$ cat src/hdl/sfr_consts.vh
/*
 * constants for the single-wire frame receiver: capture clock, nibble
 * timing, buffer slots, error codes and crc settings.
 * assumes it is included by its bare name from the design files.
 */
`ifndef SFR_CONSTS_VH
`define SFR_CONSTS_VH

// capture counting clock and system clock, in kHz
`define SFR_CAP_CLK_KHZ     40000
`define SFR_SYS_CLK_KHZ     200000
// system clocks per capture tick
`define SFR_CAP_DIV         (`SFR_SYS_CLK_KHZ / `SFR_CAP_CLK_KHZ)

// default tick length in capture counts (3 us at 40 MHz)
`define SFR_TICK_CNT        120
// sync pulse is 56 ticks, nibble pulse is 12 + value ticks
`define SFR_SYNC_TICKS      56
`define SFR_NIB_BASE_TICKS  12

// buffer slot indices
`define SFR_SLOT_STATUS     4'h1
`define SFR_SLOT_DATA1      4'h2
`define SFR_SLOT_CRC        4'h8
`define SFR_SLOTS           10

// error status codes
`define SFR_ERR_NONE        16'h0000
`define SFR_ERR_CRC         16'h000A

// crc seed, polynomial x^4+x^3+x^2+1 low bits
`define SFR_CRC_SEED        4'h5
`define SFR_CRC_POLY        4'hD

`endif

$ cat src/hdl/sfr_nibble_mem.v
/*
 * small nibble store: one write port, one read port, registered read.
 * assumes writes and reads come from the same clock domain.
 */
`timescale 1ns/100ps
module sfr_nibble_mem #(
	parameter DEPTH = 10,
	parameter AW    = 4
) (
	// clock
	input  wire          i_clk,
	// write side
	input  wire          i_wr_en,
	input  wire [AW-1:0] i_wr_addr,
	input  wire [3:0]    i_wr_data,
	// read side
	input  wire [AW-1:0] i_rd_addr,
	output reg  [3:0]    o_rd_data
);

	reg [3:0] mem [0:DEPTH-1];

	always @(posedge i_clk) begin
		if (i_wr_en)
			mem[i_wr_addr] <= i_wr_data;
		o_rd_data <= mem[i_rd_addr];
	end

endmodule // sfr_nibble_mem

$ cat src/hdl/sfr_frame_receiver.v
/*
 * receiver for single-edge nibble frames on one input line: timestamps
 * falling edges with a 40 MHz capture count, classifies each period as
 * pause, sync, status, data or crc nibble, stores nibbles and checks crc.
 * assumes the serial line is asynchronous to i_clk and idles high.
 */
//
// Summary of operation
// timestamp falling edges with 40 MHz counter
// each measured period is one frame element
// pulse event per element, in frame order
// frame done only after crc checked
// nibble values stored as 0 to 15
// ten-slot buffer, status, data, crc slots
// 16-bit error status, 000A on crc mismatch
// compute 4-bit crc, compare with received
// crc covers data nibbles 1 to 6
// poly x4+x3+x2+1, seed 0101, zero augment
`timescale 1ns/100ps
`include "sfr_consts.vh"
module sfr_frame_receiver #(
	parameter CNT_W    = 16,
	parameter TICK_CNT = `SFR_TICK_CNT
) (
	// clock and reset
	input  wire             i_clk,
	input  wire             i_reset_n,
	// serial line
	input  wire             i_sent_serial_input,
	// per-pulse report
	output reg              o_pulse_measured_event,
	output reg  [CNT_W-1:0] o_captured_period_value,
	output reg  [3:0]       o_pulse_kind,
	// frame report
	output reg              o_frame_done_notify,
	output reg  [15:0]      o_rx_error_status,
	// nibble buffer read port
	input  wire [3:0]       i_rd_slot,
	output wire [3:0]       o_rx_nibble_buffer
);

	// element kinds, one-hot
	localparam [3:0] K_PAUSE = 4'h1;
	localparam [3:0] K_SYNC  = 4'h2;
	localparam [3:0] K_NIB   = 4'h4;
	localparam [3:0] K_CRC   = 4'h8;

	// integer arithmetic first, then cut to the target width on purpose
	localparam integer DIV_LAST_I = `SFR_CAP_DIV - 1;
	localparam integer SYNC_LO_I  = (`SFR_SYNC_TICKS - 1) * TICK_CNT;
	localparam integer SYNC_HI_I  = (`SFR_SYNC_TICKS + 1) * TICK_CNT;
	localparam integer NIB_BASE_I =
		`SFR_NIB_BASE_TICKS * TICK_CNT - TICK_CNT / 2;
	localparam [2:0]       DIV_LAST = DIV_LAST_I[2:0];
	localparam [CNT_W-1:0] SYNC_LO  = SYNC_LO_I[CNT_W-1:0];
	localparam [CNT_W-1:0] SYNC_HI  = SYNC_HI_I[CNT_W-1:0];
	localparam [CNT_W-1:0] NIB_BASE = NIB_BASE_I[CNT_W-1:0];

	// one crc step: multiply by x^4 modulo the polynomial, then add the
	// nibble; a trailing zero nibble finishes the augmentation
	function [3:0] crc_step;
		input [3:0] crc;
		input [3:0] nib;
		reg   [3:0] c;
		integer     k;
		begin
			c = crc;
			for (k = 0; k < 4; k = k + 1) begin
				if (c[3])
					c = {c[2:0], 1'b0} ^ `SFR_CRC_POLY;
				else
					c = {c[2:0], 1'b0};
			end
			crc_step = c ^ nib;
		end
	endfunction

	// rounded nibble value from period, clamped to 0..15
	function [3:0] period_to_nib;
		input [CNT_W-1:0] per;
		reg   [CNT_W-1:0] rem;
		integer           n;
		begin
			period_to_nib = 4'h0;
			if (per > NIB_BASE) begin
				rem = per - NIB_BASE;
				for (n = 1; n < 16; n = n + 1)
					if (rem >= n * TICK_CNT)
						period_to_nib = n[3:0];
			end
		end
	endfunction

	// line synchroniser; only sync2 and beyond are looked at
	reg sync1;
	reg sync2;
	reg sync3;
	always @(posedge i_clk or negedge i_reset_n) begin
		if (!i_reset_n) begin
			sync1 <= 1'b1;
			sync2 <= 1'b1;
			sync3 <= 1'b1;
		end else begin
			sync1 <= i_sent_serial_input;
			sync2 <= sync1;
			sync3 <= sync2;
		end
	end
	wire fall = sync3 & ~sync2;

	// 40 MHz capture count
	reg [2:0]       div;
	reg [CNT_W-1:0] cap_cnt;
	reg [CNT_W-1:0] last_cap;
	reg             armed;
	always @(posedge i_clk or negedge i_reset_n) begin
		if (!i_reset_n) begin
			div     <= 3'h0;
			cap_cnt <= {CNT_W{1'b0}};
		end else if (div == DIV_LAST) begin
			div     <= 3'h0;
			cap_cnt <= cap_cnt + 1'b1;
		end else begin
			div <= div + 1'b1;
		end
	end

	// period between successive captures
	wire [CNT_W-1:0] period   = cap_cnt - last_cap;
	wire             is_sync  = (period >= SYNC_LO) &&
		(period <= SYNC_HI);
	wire [3:0]       nib_val  = period_to_nib(period);

	// frame sequence: position 0 waits for sync, 1..7 nibbles, 8 crc
	reg  [3:0]  pos;
	reg  [3:0]  crc;
	reg         wr_en;
	reg  [3:0]  wr_slot;
	reg  [3:0]  wr_data;
	reg  [3:0]  next_pos;
	reg  [3:0]  kind;

	// position: 0 idle/pause, 1 status, 2..7 data, 8 crc
	always @* begin
		next_pos = pos;
		kind     = K_PAUSE;
		if (is_sync) begin
			kind     = K_SYNC;
			next_pos = `SFR_SLOT_STATUS;
		end else if (pos == 4'h0) begin
			kind = K_PAUSE;
		end else if (pos == `SFR_SLOT_CRC) begin
			kind     = K_CRC;
			next_pos = 4'h0;
		end else begin
			kind     = K_NIB;
			next_pos = pos + 4'h1;
		end
	end

	always @(posedge i_clk or negedge i_reset_n) begin
		if (!i_reset_n) begin
			last_cap                <= {CNT_W{1'b0}};
			armed                   <= 1'b0;
			pos                     <= 4'h0;
			crc                     <= `SFR_CRC_SEED;
			wr_en                   <= 1'b0;
			wr_slot                 <= 4'h0;
			wr_data                 <= 4'h0;
			o_pulse_measured_event  <= 1'b0;
			o_captured_period_value <= {CNT_W{1'b0}};
			o_pulse_kind            <= 4'h0;
			o_frame_done_notify     <= 1'b0;
			o_rx_error_status       <= `SFR_ERR_NONE;
		end else begin
			wr_en                  <= 1'b0;
			o_pulse_measured_event <= 1'b0;
			o_frame_done_notify    <= 1'b0;
			if (fall) begin
				last_cap <= cap_cnt;
				armed    <= 1'b1;
			end
			// first edge only starts timing; no period exists yet
			if (fall && armed) begin
				// one event per element
				o_pulse_measured_event  <= 1'b1;
				o_captured_period_value <= period;
				o_pulse_kind            <= kind;
				pos                     <= next_pos;
				if (kind == K_SYNC)
					crc <= `SFR_CRC_SEED;
				if (kind == K_NIB || kind == K_CRC) begin
					// store nibble in its slot
					wr_en   <= 1'b1;
					wr_slot <= pos;
					wr_data <= nib_val;
				end
				// data nibbles only feed crc
				if (kind == K_NIB && pos >= `SFR_SLOT_DATA1)
					crc <= crc_step(crc, nib_val);
				if (kind == K_CRC) begin
					// zero augment then compare
					// error code from crc check
					if (crc_step(crc, 4'h0) == nib_val)
						o_rx_error_status <= `SFR_ERR_NONE;
					else
						o_rx_error_status <= `SFR_ERR_CRC;
				end
			end
			// done one cycle after crc event, on the edge that stores crc
			if (wr_en && wr_slot == `SFR_SLOT_CRC)
				o_frame_done_notify <= 1'b1;
		end
	end

	sfr_nibble_mem #(
		.DEPTH (`SFR_SLOTS),
		.AW    (4)
	) u_mem (
		.i_clk     (i_clk),
		.i_wr_en   (wr_en),
		.i_wr_addr (wr_slot),
		.i_wr_data (wr_data),
		.i_rd_addr (i_rd_slot),
		.o_rd_data (o_rx_nibble_buffer)
	);

endmodule // sfr_frame_receiver

$ cat config.mk
export PLATFORM = sky130hd
export DESIGN_NAME = sfr_frame_receiver
export DESIGN_NICKNAME = d
export VERILOG_FILES = /design/src/hdl/sfr_nibble_mem.v /design/src/hdl/sfr_frame_receiver.v
export VERILOG_INCLUDE_DIRS = /design/src /design/src/hdl
export SDC_FILE = /design/constraint.sdc
export NUM_CORES = 1
export LEC_CHECK = 0
export BUFFER_PORTS_ARGS = -buffer_cell sky130_fd_sc_hd__buf_4
export CAP_MARGIN = 15
export CELL_PAD_IN_SITES_DETAIL_PLACEMENT = 1
export CELL_PAD_IN_SITES_GLOBAL_PLACEMENT = 1
export CORE_ASPECT_RATIO = 2
export CORE_UTILIZATION = 44
export DETAILED_ROUTE_END_ITERATION = 6
export HOLD_SLACK_MARGIN = 0.03
export PLACE_DENSITY = 0.75
export SLEW_MARGIN = 5
export SYNTH_ARGS = -nofsm -noshare
export SYNTH_HDL_FRONTEND = slang
export SYNTH_SLANG_ARGS = --single-unit
$ cat constraint.sdc
create_clock -name i_clk -period 4.4 [get_ports i_clk]
set_input_delay 0.88 -clock i_clk [delete_from_list [all_inputs] [get_ports i_clk]]
set_output_delay 0.88 -clock i_clk [all_outputs]
set_load 0.02 [all_outputs]
==> summary.txt, run 1 <==
Finish
  • Synth-to-Final Area Change: 19.5%
  • Diodes inserted: 0
  • Multi-input gate area: 3650 µm²
  • Layout cells sized above 1: 24.9%
  • Register area: 3260 µm²
  • Fin area: 8390 µm²
  • Final nets: 779
  • Layout filler cell count: 1,738

Route
  • Drt drc: 0
  • DRT met1 WL: 6420 µm
  • Drt initial violations: 203
  • DR vias: 5,555
  • WL final: 20,000 µm
  • WL per Instance: 20.9 µm
  • TritonRoute pass-1 iters: 7
  • Metal3 WL: 274 µm
  • DR top layer: met4
  • Vias per std cell: 5.79
  • Metal2 WL: 12,200 µm
  • DRT antenna net count: 0

Worst setup path
  • Data arrival time of the critical path: 4.52 ns
  • CP top delay family: compound AO/OA/AOI/OAI gates
  • Required time worst endpoint: 4.65 ns
  • Crit Path Class: register to register
  • CP max stage delay: 0.39 ns
  • Worst Setup End Kind: register
  • Reg2reg path depth: 17
  • Critical Path, Cell by Cell: inv_2 > ha_1 > inv_1 > fa_2 > a211oi_4 > o21bai_4 > xor2_4 > buf_6 > nand3_1 > nor3_2 > a211oi_1 > o32a_1 > a221oi_2 > o211ai_2 > a21o_2 > mux2i_1 > a41oi_2
  • Startpoint types: register
  • Reg-to-reg setup timing slack: 0.13 ns
  • Reg2reg start: cap_cnt[0]
  • R2R Path End: o_rx_error_status[1]
  • CP max-delay cell: dfrtp_1
  • Crit path max fanout: 9
  • WP buf/inv: 3

Logic synthesis
  • Complex-gate fraction of the synthesized area: 18.0%
  • Yosys reg bits: 123
  • Cells after Synth: 675
  • Synth cell types: 92
  • Synth Area in Simple Gates: 15.2%
  • Post-synthesis mux area share: 4.67%
  • Post-synthesis xor/xnor area fraction: 6.18%
  • Ys async rst share: 64.2%
  • Main synth FF type: dfrtp_1
  • Syn avg cell area: 10.4 µm²
  • Syn. warnings: 0
  • Synthesized-area fraction occupied by adder cells: 4.74%
  • Number of synthesized flops with an enable pin: 40
  • Mapped cell area: 7020 µm²
  • Largest family of logic cells by synthesized area: compound AO/OA/AOI/OAI gates
  • Register area share after synthesis: 46.5%

Global route
  • GRT overflow: 0
  • Number of global-route vias before repair: 6,145
  • First-pass GRT wire length: 31,900 µm
  • GRT Overall Usage: 25.5%
  • Initial antenna violation count: 0
  • Largest net degree at the start of global routing: 80

Placed design
  • Port Buffers: 34
  • RePlAce Congestion: 0.925
  • Hpwl dp: 15,200 µm
  • DP Area: 7630 µm²

CTS
  • CTS buffer count: 17
  • Clock sink count: 123
  • Htree depth: 4
  • Clk_lat worst skew: 0.41 ns
  • Maximum clock path buffer count: 2
  • Clock transition at the registers of the reported paths: 0.06 ns
  • TritonCTS clock tree: built
  • CTS root buffer: clkbuf_16

Hold path
  • Hold Crit Start: sync1
  • Hold endpoint: sync2
  • Worst hold path depth: 0
  • Worst Hold Class: register to register

Timing
  • Setup TNS: 0 ns
  • Tcrit/Tclk final: 97.1%
  • Fin. max-slew vios: 0
  • Clock Skew: 0.0105 ns
  • Hold Violations, Final: 0
  • Setup violations, final: 0
  • Slew @ Worst Pin: 1.04 ns
  • Slew margin rel.: 30.9%
  • Fmax: 0.234 GHz
  • Tmin final: 4.27 ns

Die
  • Total die area: 16,500 µm²
  • Row Count: 65
  • Die height: 181 µm
  • Initial Util: 44.8%
  • Core Region: 15,700 µm²
  • Ports: 49
  • Die width: 91.3 µm

Status
  • Status: complete, no violations

Pwr
  • LEAKAGE: 3.46 nW
  • Peak VDD IR: 275 µV
  • PwrDens: 493 nW/µm²

Job
  • MaxCap Viol Count: 0
==> per-stage QoR <==
| stage | utilization [%] | setup slack [ns] | hold slack, ns | power [mW] | std cells |
|---|---|---|---|---|---|
| CTS | 52.4 | 0.0147 | 0.359 | 4.10 | 955 |
| global route | 53.5 | -0.0581 | 0.367 | 4.33 | 960 |
| floorplan | - | 0.00919 | 0.345 | 2.31 | 688 |
| detailed placement | 48.6 | -0.0703 | 0.350 | 2.77 | 920 |
| global placement | 48.6 | 0.0967 | 0.347 | 2.71 | 920 |
| finish | 53.5 | 0.130 | 0.360 | 4.13 | 960 |
==> cell usage after synthesis, types with 6 or more instances <==
master | n | area share [%]
edfxtp_1 | 40 | 17
inv_1 | 25 | 1.3
dfrtp_1 | 74 | 26
nor2_1 | 41 | 2.2
xor2_1 | 14 | 1.7
nor3_1 | 17 | 1.2
ha_1 | 25 | 4.5
nand3_1 | 20 | 1.4
xnor2_1 | 25 | 3.1
o211ai_1 | 7 | 0.75
o31ai_1 | 9 | 0.96
o21ai_0 | 46 | 3.3
and3_1 | 8 | 0.71
mux4_2 | 8 | 2.6
mux2i_1 | 8 | 1.1
nand2b_1 | 7 | 0.62
clkbuf_1 | 12 | 0.64
and2_1 | 6 | 0.53
a211oi_1 | 6 | 0.64
nand4_1 | 11 | 0.98
nor2b_1 | 9 | 0.80
mux2_2 | 6 | 0.96
buf_2 | 6 | 0.43
buf_4 | 18 | 1.9
nand2_1 | 83 | 4.4
a21oi_1 | 32 | 2.3
==> metal layers <==
layer  vias to the layer above  global-route usage, %
met2                        97                   51.8
met4                         0                   17.5
li1                       2571                      -
met1                      2829                   21.8
met5                         -                      0
met3                        58                   3.50
==> sequential cells by signal, indices dropped and copies added, names as in the netlist, 3 cells and up <==
register                 flops
u_mem.mem                   40
cap_cnt                     16
last_cap                    16
o_captured_period_value     16
crc                          4
o_pulse_kind                 4
pos                          4
u_mem.o_rd_data              4
wr_data                      4
wr_slot                      4
div                          3
==> layout by cell type (no fill, tap or decap), drive strengths merged, types with 11 or more instances in the layout <==
cell type and n:
a21oi 33, nand2 83, xor2 17, ha 25
conb 14, nor2 41, nand4 11, inv 30
clkbuf 21, dfrtp 74, buf 77, nand3 20
edfxtp 40, nor3 18, o21ai 49, xnor2 27
==> power by group <==
part / internal [mW] / switching (mW) / total [mW]
sequential: 1.39 / 0.197 / 1.58
clock: 0.729 / 0.523 / 1.25
combinational: 0.518 / 0.780 / 1.30
total: 2.63 / 1.50 / 4.13
==> area by class of cell <==
type | instances | area share [%]
multi-input combinational | 498 | 43.5
clock buffer | 20 | 5.32
sequential | 123 | 38.9
clock inverter | 12 | 0.879
timing repair buffer | 78 | 7.14
inverter | 28 | 1.25
tap | 201 | 3.00
==> cell families (layout without fill, tap and decap cells) <==
logic type / count (synthesis) / count (layout)
simple gates: 221 / 221
compound gates: 171 / 171
flops: 123 / 123
buf+inv: 67 / 138
xor+xnor: 44 / 44
fa+ha+maj: 26 / 26
mux: 22 / 22
other cells: 1 / 14
==> worst max path at each step <==
stage / startpoint / endpoint / slack [ns] / cells past startpoint
after floorplan: cap_cnt[0] / crc[1] / 0.009 / 18
after detailed placement: cap_cnt[0] / o_rx_error_status[1] / -0.07 / 18
after global placement: cap_cnt[0] / o_rx_error_status[1] / 0.1 / 17
final: cap_cnt[0] / o_rx_error_status[1] / 0.13 / 17
after global routing: cap_cnt[2] / o_rx_error_status[1] / -0.06 / 16
after CTS: cap_cnt[0] / o_rx_error_status[1] / 0.01 / 17
==> repair_timing <==
action / CTS / global route
pin swaps: 3 / 9
resized for setup: 9 / 24
setup buffers: 3 / 5
setup endpoints to repair: 3 / 7
endpoints found under the hold margin: 0 / 0
hold buffers: 0 / 0
(Power assumes the default switching activity.)
==> run 2, diff against run 1 <==
--- a/config.mk
+++ b/config.mk
@@ -6,15 +6,15 @@
 export SDC_FILE = /design/constraint.sdc
 export NUM_CORES = 1
 export LEC_CHECK = 0
-export BUFFER_PORTS_ARGS = -buffer_cell sky130_fd_sc_hd__buf_4
+export BUFFER_PORTS_ARGS = -buffer_cell sky130_fd_sc_hd__clkbuf_2
 export CAP_MARGIN = 15
 export CELL_PAD_IN_SITES_DETAIL_PLACEMENT = 1
 export CELL_PAD_IN_SITES_GLOBAL_PLACEMENT = 1
 export CORE_ASPECT_RATIO = 2
-export CORE_UTILIZATION = 44
+export CORE_UTILIZATION = 50
 export DETAILED_ROUTE_END_ITERATION = 6
 export HOLD_SLACK_MARGIN = 0.03
-export PLACE_DENSITY = 0.75
+export PLACE_DENSITY = 0.81
 export SLEW_MARGIN = 5
 export SYNTH_ARGS = -nofsm -noshare
 export SYNTH_HDL_FRONTEND = slang
==> constraint.sdc (replaced) <==
create_clock -name i_clk -period 5.4 [get_ports i_clk]
set_input_delay 1.08 -clock i_clk [delete_from_list [all_inputs] [get_ports i_clk]]
set_output_delay 1.08 -clock i_clk [all_outputs]
set_load 0.02 [all_outputs]
==> summary.txt, run 2 (synthesis results as in run 1) <==
Timing
  • Final setup margin: 0.527 ns
  • Setup TNS: 0 ns
  • Fmax: 0.205 GHz
  • Slew @ Worst Pin: 1.01 ns
  • Hold Violations, Final: 0
  • Unrepaired setup endpoints after global routing: no
  • Clock Skew: 0.0114 ns
  • Tmin final: 4.87 ns
  • Slew margin rel.: 33.0%
  • WHS: 0.350 ns
  • Tcrit/Tclk final: 90.2%
  • Setup violations, final: 0
  • Fin. max-slew vios: 0

CTS
  • Hold bufs inserted after CTS: 0
  • Clock transition at the registers of the reported paths: 0.07 ns
  • TritonCTS clock tree: built
  • Clk_lat worst skew: 0.43 ns
  • Post-CTS Setup Inserts: 0
  • Maximum clock path buffer count: 2
  • Resized Gates After CTS: 0
  • CTS root buffer: clkbuf_16
  • CTS buffer count: 17
  • Clock sink count: 123
  • Htree depth: 4

Route
  • Drt initial violations: 206
  • DRT antenna net count: 0
  • Drt drc: 0
  • Vias per std cell: 5.97
  • WL per Instance: 21.5 µm
  • DR vias: 5,421
  • TritonRoute pass-1 iters: 4
  • WL final: 19,500 µm

Finish
  • Register area: 3260 µm²
  • Final nets: 742
  • Multi-input gate area: 3480 µm²
  • Top reg by flops: u_mem.mem
  • Max FFs per register: 40
  • Commonest non-fill, non-tap cell in the layout: nand2_1
  • Layout cells sized above 1: 18.0%
  • Most frequent cells in the layout: nand2_1 (83), dfrtp_1 (74), o21ai_0 (46)
  • Layout filler cell count: 1,476
  • Synth-to-Final Area Change: 12.4%
  • Diodes inserted: 0

Die
  • Die height: 170 µm
  • Total die area: 14,600 µm²
  • Initial Util: 51.7%
  • Row Count: 60
  • Ports: 49
  • Core Region: 13,600 µm²
  • Die width: 85.8 µm

Hold path
  • Worst Hold Class: register to register
  • Worst hold path depth: 0
  • Hold Crit Start: sync1

Worst setup path
  • Reg2reg start: cap_cnt[0]
  • Startpoint types: register
  • Reg2reg path depth: 19
  • CP top delay family: simple AND/OR/NAND/NOR gates
  • Crit Path Class: register to register
  • CP max-delay cell: or4b_1
  • Critical path startpoint: cap_cnt[0]
  • Crit path max fanout: 8
  • Critical Path Stages: 19
  • CP max stage delay: 0.51 ns
  • Worst Setup End Kind: register
  • Required time worst endpoint: 5.76 ns
  • Data arrival time of the critical path: 5.23 ns
  • Critical Path, Cell by Cell: inv_1 > ha_1 > inv_1 > fa_1 > xor2_1 > buf_4 > inv_2 > ha_1 > nor2b_1 > mux2i_1 > nand4_1 > nand2_1 > o2111ai_4 > a41oi_1 > o21ba_1 > o211ai_2 > a21boi_1 > or4b_1 > nand3_1
  • WP buf/inv: 4

Placed design
  • RePlAce Congestion: 0.928
  • Place WS: 0.597 ns
  • Port Buffers: 34
  • Hpwl dp: 14,300 µm

Global route
  • Initial antenna violation count: 0
  • Largest net degree at the start of global routing: 80
  • GRT Overall Usage: 28.6%
  • Number of global-route vias before repair: 6,032
  • GRT overflow: 0
  • First-pass GRT wire length: 31,000 µm

Job
  • MaxCap Viol Count: 0

Pwr
  • Seq pwr share: 38.7%
  • Combinational share of power: 26.7%
  • Peak VDD IR: 270 µV
  • Internal Power: 2.12 mW
  • Sw frac: 36.1%
  • PwrDens: 420 nW/µm²
  • Clock Power Share: 34.6%
  • P_sw: 1.19 mW
  • LEAKAGE: 3.24 nW

Status
  • Status: complete, no violations
[run 2: cell types whose count changed in the layout (fill, tap and decap cells not counted), sizes merged]
| cell | delta |
|---|---|
| bufinv | +1 |
| clkbuf | +31 |
| buf | -69 |
| inv | +2 |
| clkinvlp | -1 |
| clkinv | -1 |
[run 2: path summary, 6_finish.rpt]
path                                to  slack, ns
hold reg to reg                  sync2       0.35
max in group asynchronous  last_cap[0]       3.93
hold / removal                   sync2       0.35
setup / recovery                crc[1]       0.53
setup reg to reg                crc[1]       0.53
min in group asynchronous  cap_cnt[15]       0.82
[run 2: metrics by stage]
stage	utilization [%]	instance area, µm²	std cells	power [mW]
after floorplan	-	7070	688	1.88
after detailed placement	53.8	7300	876	2.16
final	58.1	7890	908	3.31
after CTS	58.1	7890	908	3.32
after global routing	58.1	7890	908	3.45
after global placement	53.8	7300	876	2.11
[run 2: layout make-up]
| cell class | count | area share [%] |
|---|---|---|
| clock buffer | 19 | 5.75 |
| tap | 186 | 2.95 |
| inverter | 28 | 1.33 |
| clock inverter | 13 | 1.70 |
| sequential | 123 | 41.4 |
| timing repair buffer | 41 | 2.85 |
| multi-input combinational | 498 | 44.1 |
[run 2: layer usage]
| layer | track usage, % | part of all wire [%] | vias to the layer above |
|---|---|---|---|
| li1 | - | - | 2505 |
| met1 | 24.6 | 32 | 2698 |
| met2 | 56.5 | 58 | 138 |
| met3 | 4.04 | 2.4 | 80 |
| met4 | 21.8 | 7.2 | 0 |
| met5 | 0 | 0 | - |
[run 2: power by group through the flow]
| stage | clock network [mW] | registers (mW) | logic [mW] |
|---|---|---|---|
| after floorplan | 0 | 1.27 | 0.607 |
| after global placement | 0 | 1.29 | 0.828 |
| after detailed placement | 0 | 1.30 | 0.863 |
| after CTS | 1.16 | 1.28 | 0.881 |
| after global routing | 1.19 | 1.30 | 0.957 |
| final | 1.15 | 1.28 | 0.883 |
==> run 3, diff against run 2 <==
--- a/config.mk
+++ b/config.mk
@@ -14,6 +14,7 @@
 export CORE_UTILIZATION = 50
 export DETAILED_ROUTE_END_ITERATION = 6
 export HOLD_SLACK_MARGIN = 0.03
+export MAX_ROUTING_LAYER = met4
 export PLACE_DENSITY = 0.81
 export SLEW_MARGIN = 5
 export SYNTH_ARGS = -nofsm -noshare
==> summary.txt, run 3 (synthesis results as in run 1) <==
Finish
  • Top reg by flops: u_mem.mem
  • Multi-input gate area: 3480 µm²
  • Max FFs per register: 40
  • Fin util: 58.0%
  • Layout cells sized above 1: 18.1%
  • Final nets: 742
  • Most frequent cells in the layout: nand2_1 (83), dfrtp_1 (74), o21ai_0 (46)
  • Synth-to-Final Area Change: 12.1%
  • Register area: 3260 µm²
  • Diodes inserted: 0
  • Layout filler cell count: 1,473
  • Commonest non-fill, non-tap cell in the layout: nand2_1

Timing
  • Clock Skew: 0.0108 ns
  • Setup TNS: 0 ns
  • Tcrit/Tclk final: 92.5%
  • Slew @ Worst Pin: 1.01 ns
  • Slew margin rel.: 32.9%
  • Hold Violations, Final: 0
  • Setup violations, final: 0
  • Tmin final: 4.99 ns
  • Unrepaired setup endpoints after global routing: no
  • Fin. max-slew vios: 0
  • Fmax: 0.200 GHz

Pwr
  • Power after layout: 3.28 mW
  • Peak VDD IR: 245 µV
  • PwrDens: 416 nW/µm²
  • LEAKAGE: 3.23 nW

CTS
  • Clock transition at the registers of the reported paths: 0.06 ns
  • Clk_lat worst skew: 0.43 ns
  • Htree depth: 4
  • Clock sink count: 123
  • CTS buffer count: 17
  • TritonCTS clock tree: built
  • Maximum clock path buffer count: 2
  • Resized Gates After CTS: 0
  • Post-CTS Setup Inserts: 0
  • CTS root buffer: clkbuf_16
  • Hold bufs inserted after CTS: 0

Die
  • Ports: 49
  • Die height: 170 µm
  • Die width: 85.8 µm
  • Core Region: 13,600 µm²
  • Initial Util: 51.7%
  • Total die area: 14,600 µm²
  • Row Count: 60

Route
  • DR top layer: met4
  • DR vias: 5,397
  • Drt initial violations: 236
  • WL per Instance: 21.0 µm
  • DRT met1 WL: 6160 µm
  • Metal2 WL: 11,400 µm
  • WL final: 19,100 µm
  • Drt drc: 0
  • DRT antenna net count: 0
  • Metal3 WL: 346 µm
  • Vias per std cell: 5.94
  • TritonRoute pass-1 iters: 4

Global route
  • First-pass GRT wire length: 30,300 µm
  • Number of global-route vias before repair: 5,926
  • Largest net degree at the start of global routing: 80
  • GRT overflow: 0
  • GRT Overall Usage: 29.0%
  • Initial antenna violation count: 0

Job
  • MaxCap Viol Count: 0

Worst setup path
  • Crit Path Class: register to register
  • Data arrival time of the critical path: 5.25 ns
  • CP top delay family: simple AND/OR/NAND/NOR gates
  • CP max stage delay: 0.56 ns
  • CP max-delay cell: or4_1
  • Critical Path, Cell by Cell: inv_1 > ha_1 > nand2b_1 > a21oi_2 > xor2_2 > inv_2 > ha_1 > nor2b_1 > mux2i_2 > nand4_1 > nand2_1 > xnor2_2 > or4_1 > a31oi_1 > and2_1 > o21ai_1 > xnor2_1 > a41oi_1
  • Startpoint types: register
  • Critical Path Stages: 18
  • WP buf/inv: 2
  • Reg2reg path depth: 18
  • Required time worst endpoint: 5.66 ns
  • Worst Setup End Kind: register
  • Critical Path Most Common Cell: ha_1
  • Crit path max fanout: 8

Status
  • Status: complete, no violations

Hold path
  • Worst Hold Class: register to register
  • Worst hold path depth: 0

Placed design
  • Hpwl dp: 14,200 µm
  • Port Buffers: 34
  • RePlAce Congestion: 0.928
-- run 3: report_power, final --
group          internal, mW  switching (mW)
clock network         0.642           0.456
logic                 0.316           0.585
registers              1.13           0.150
-- run 3: metal layers --
layer	global-route usage, %	vias to the layer above
met5	-	-
met4	19.9	0
met3	4.18	74
met2	55.9	111
met1	24.5	2703
li1	-	2509
-- run 3: worst paths after layout --
path | from | to | slack [ns]
worst max-delay path | cap_cnt[0] | o_rx_error_status[1] | 0.41
worst min-delay path | sync1 | sync2 | 0.36
worst max register to register | cap_cnt[0] | o_rx_error_status[1] | 0.41
worst min register to register | sync1 | sync2 | 0.36
max in group asynchronous | i_reset_n | cap_cnt[3] | 3.93
min in group asynchronous | i_reset_n | cap_cnt[15] | 0.80
-- run 3: stage by stage --
stage	hold slack [ns]	instance area [µm²]	instances	setup WS (ns)
finish	0.356	7880	908	0.407
global route	0.364	7880	908	0.104
CTS	0.359	7870	908	0.325
detailed placement	0.350	7300	876	0.587
global placement	0.347	7300	876	0.799
floorplan	0.345	7070	688	1.01
-- run 3: final cells by class --
type,instances,share of cell area [%]
Clock buffer,18,5.45
Clock inverter,14,1.76
Inverter,28,1.33
Multi-Input combinational cell,498,44.2
Sequential cell,123,41.4
Tap cell,186,2.95
Timing Repair Buffer,41,2.86
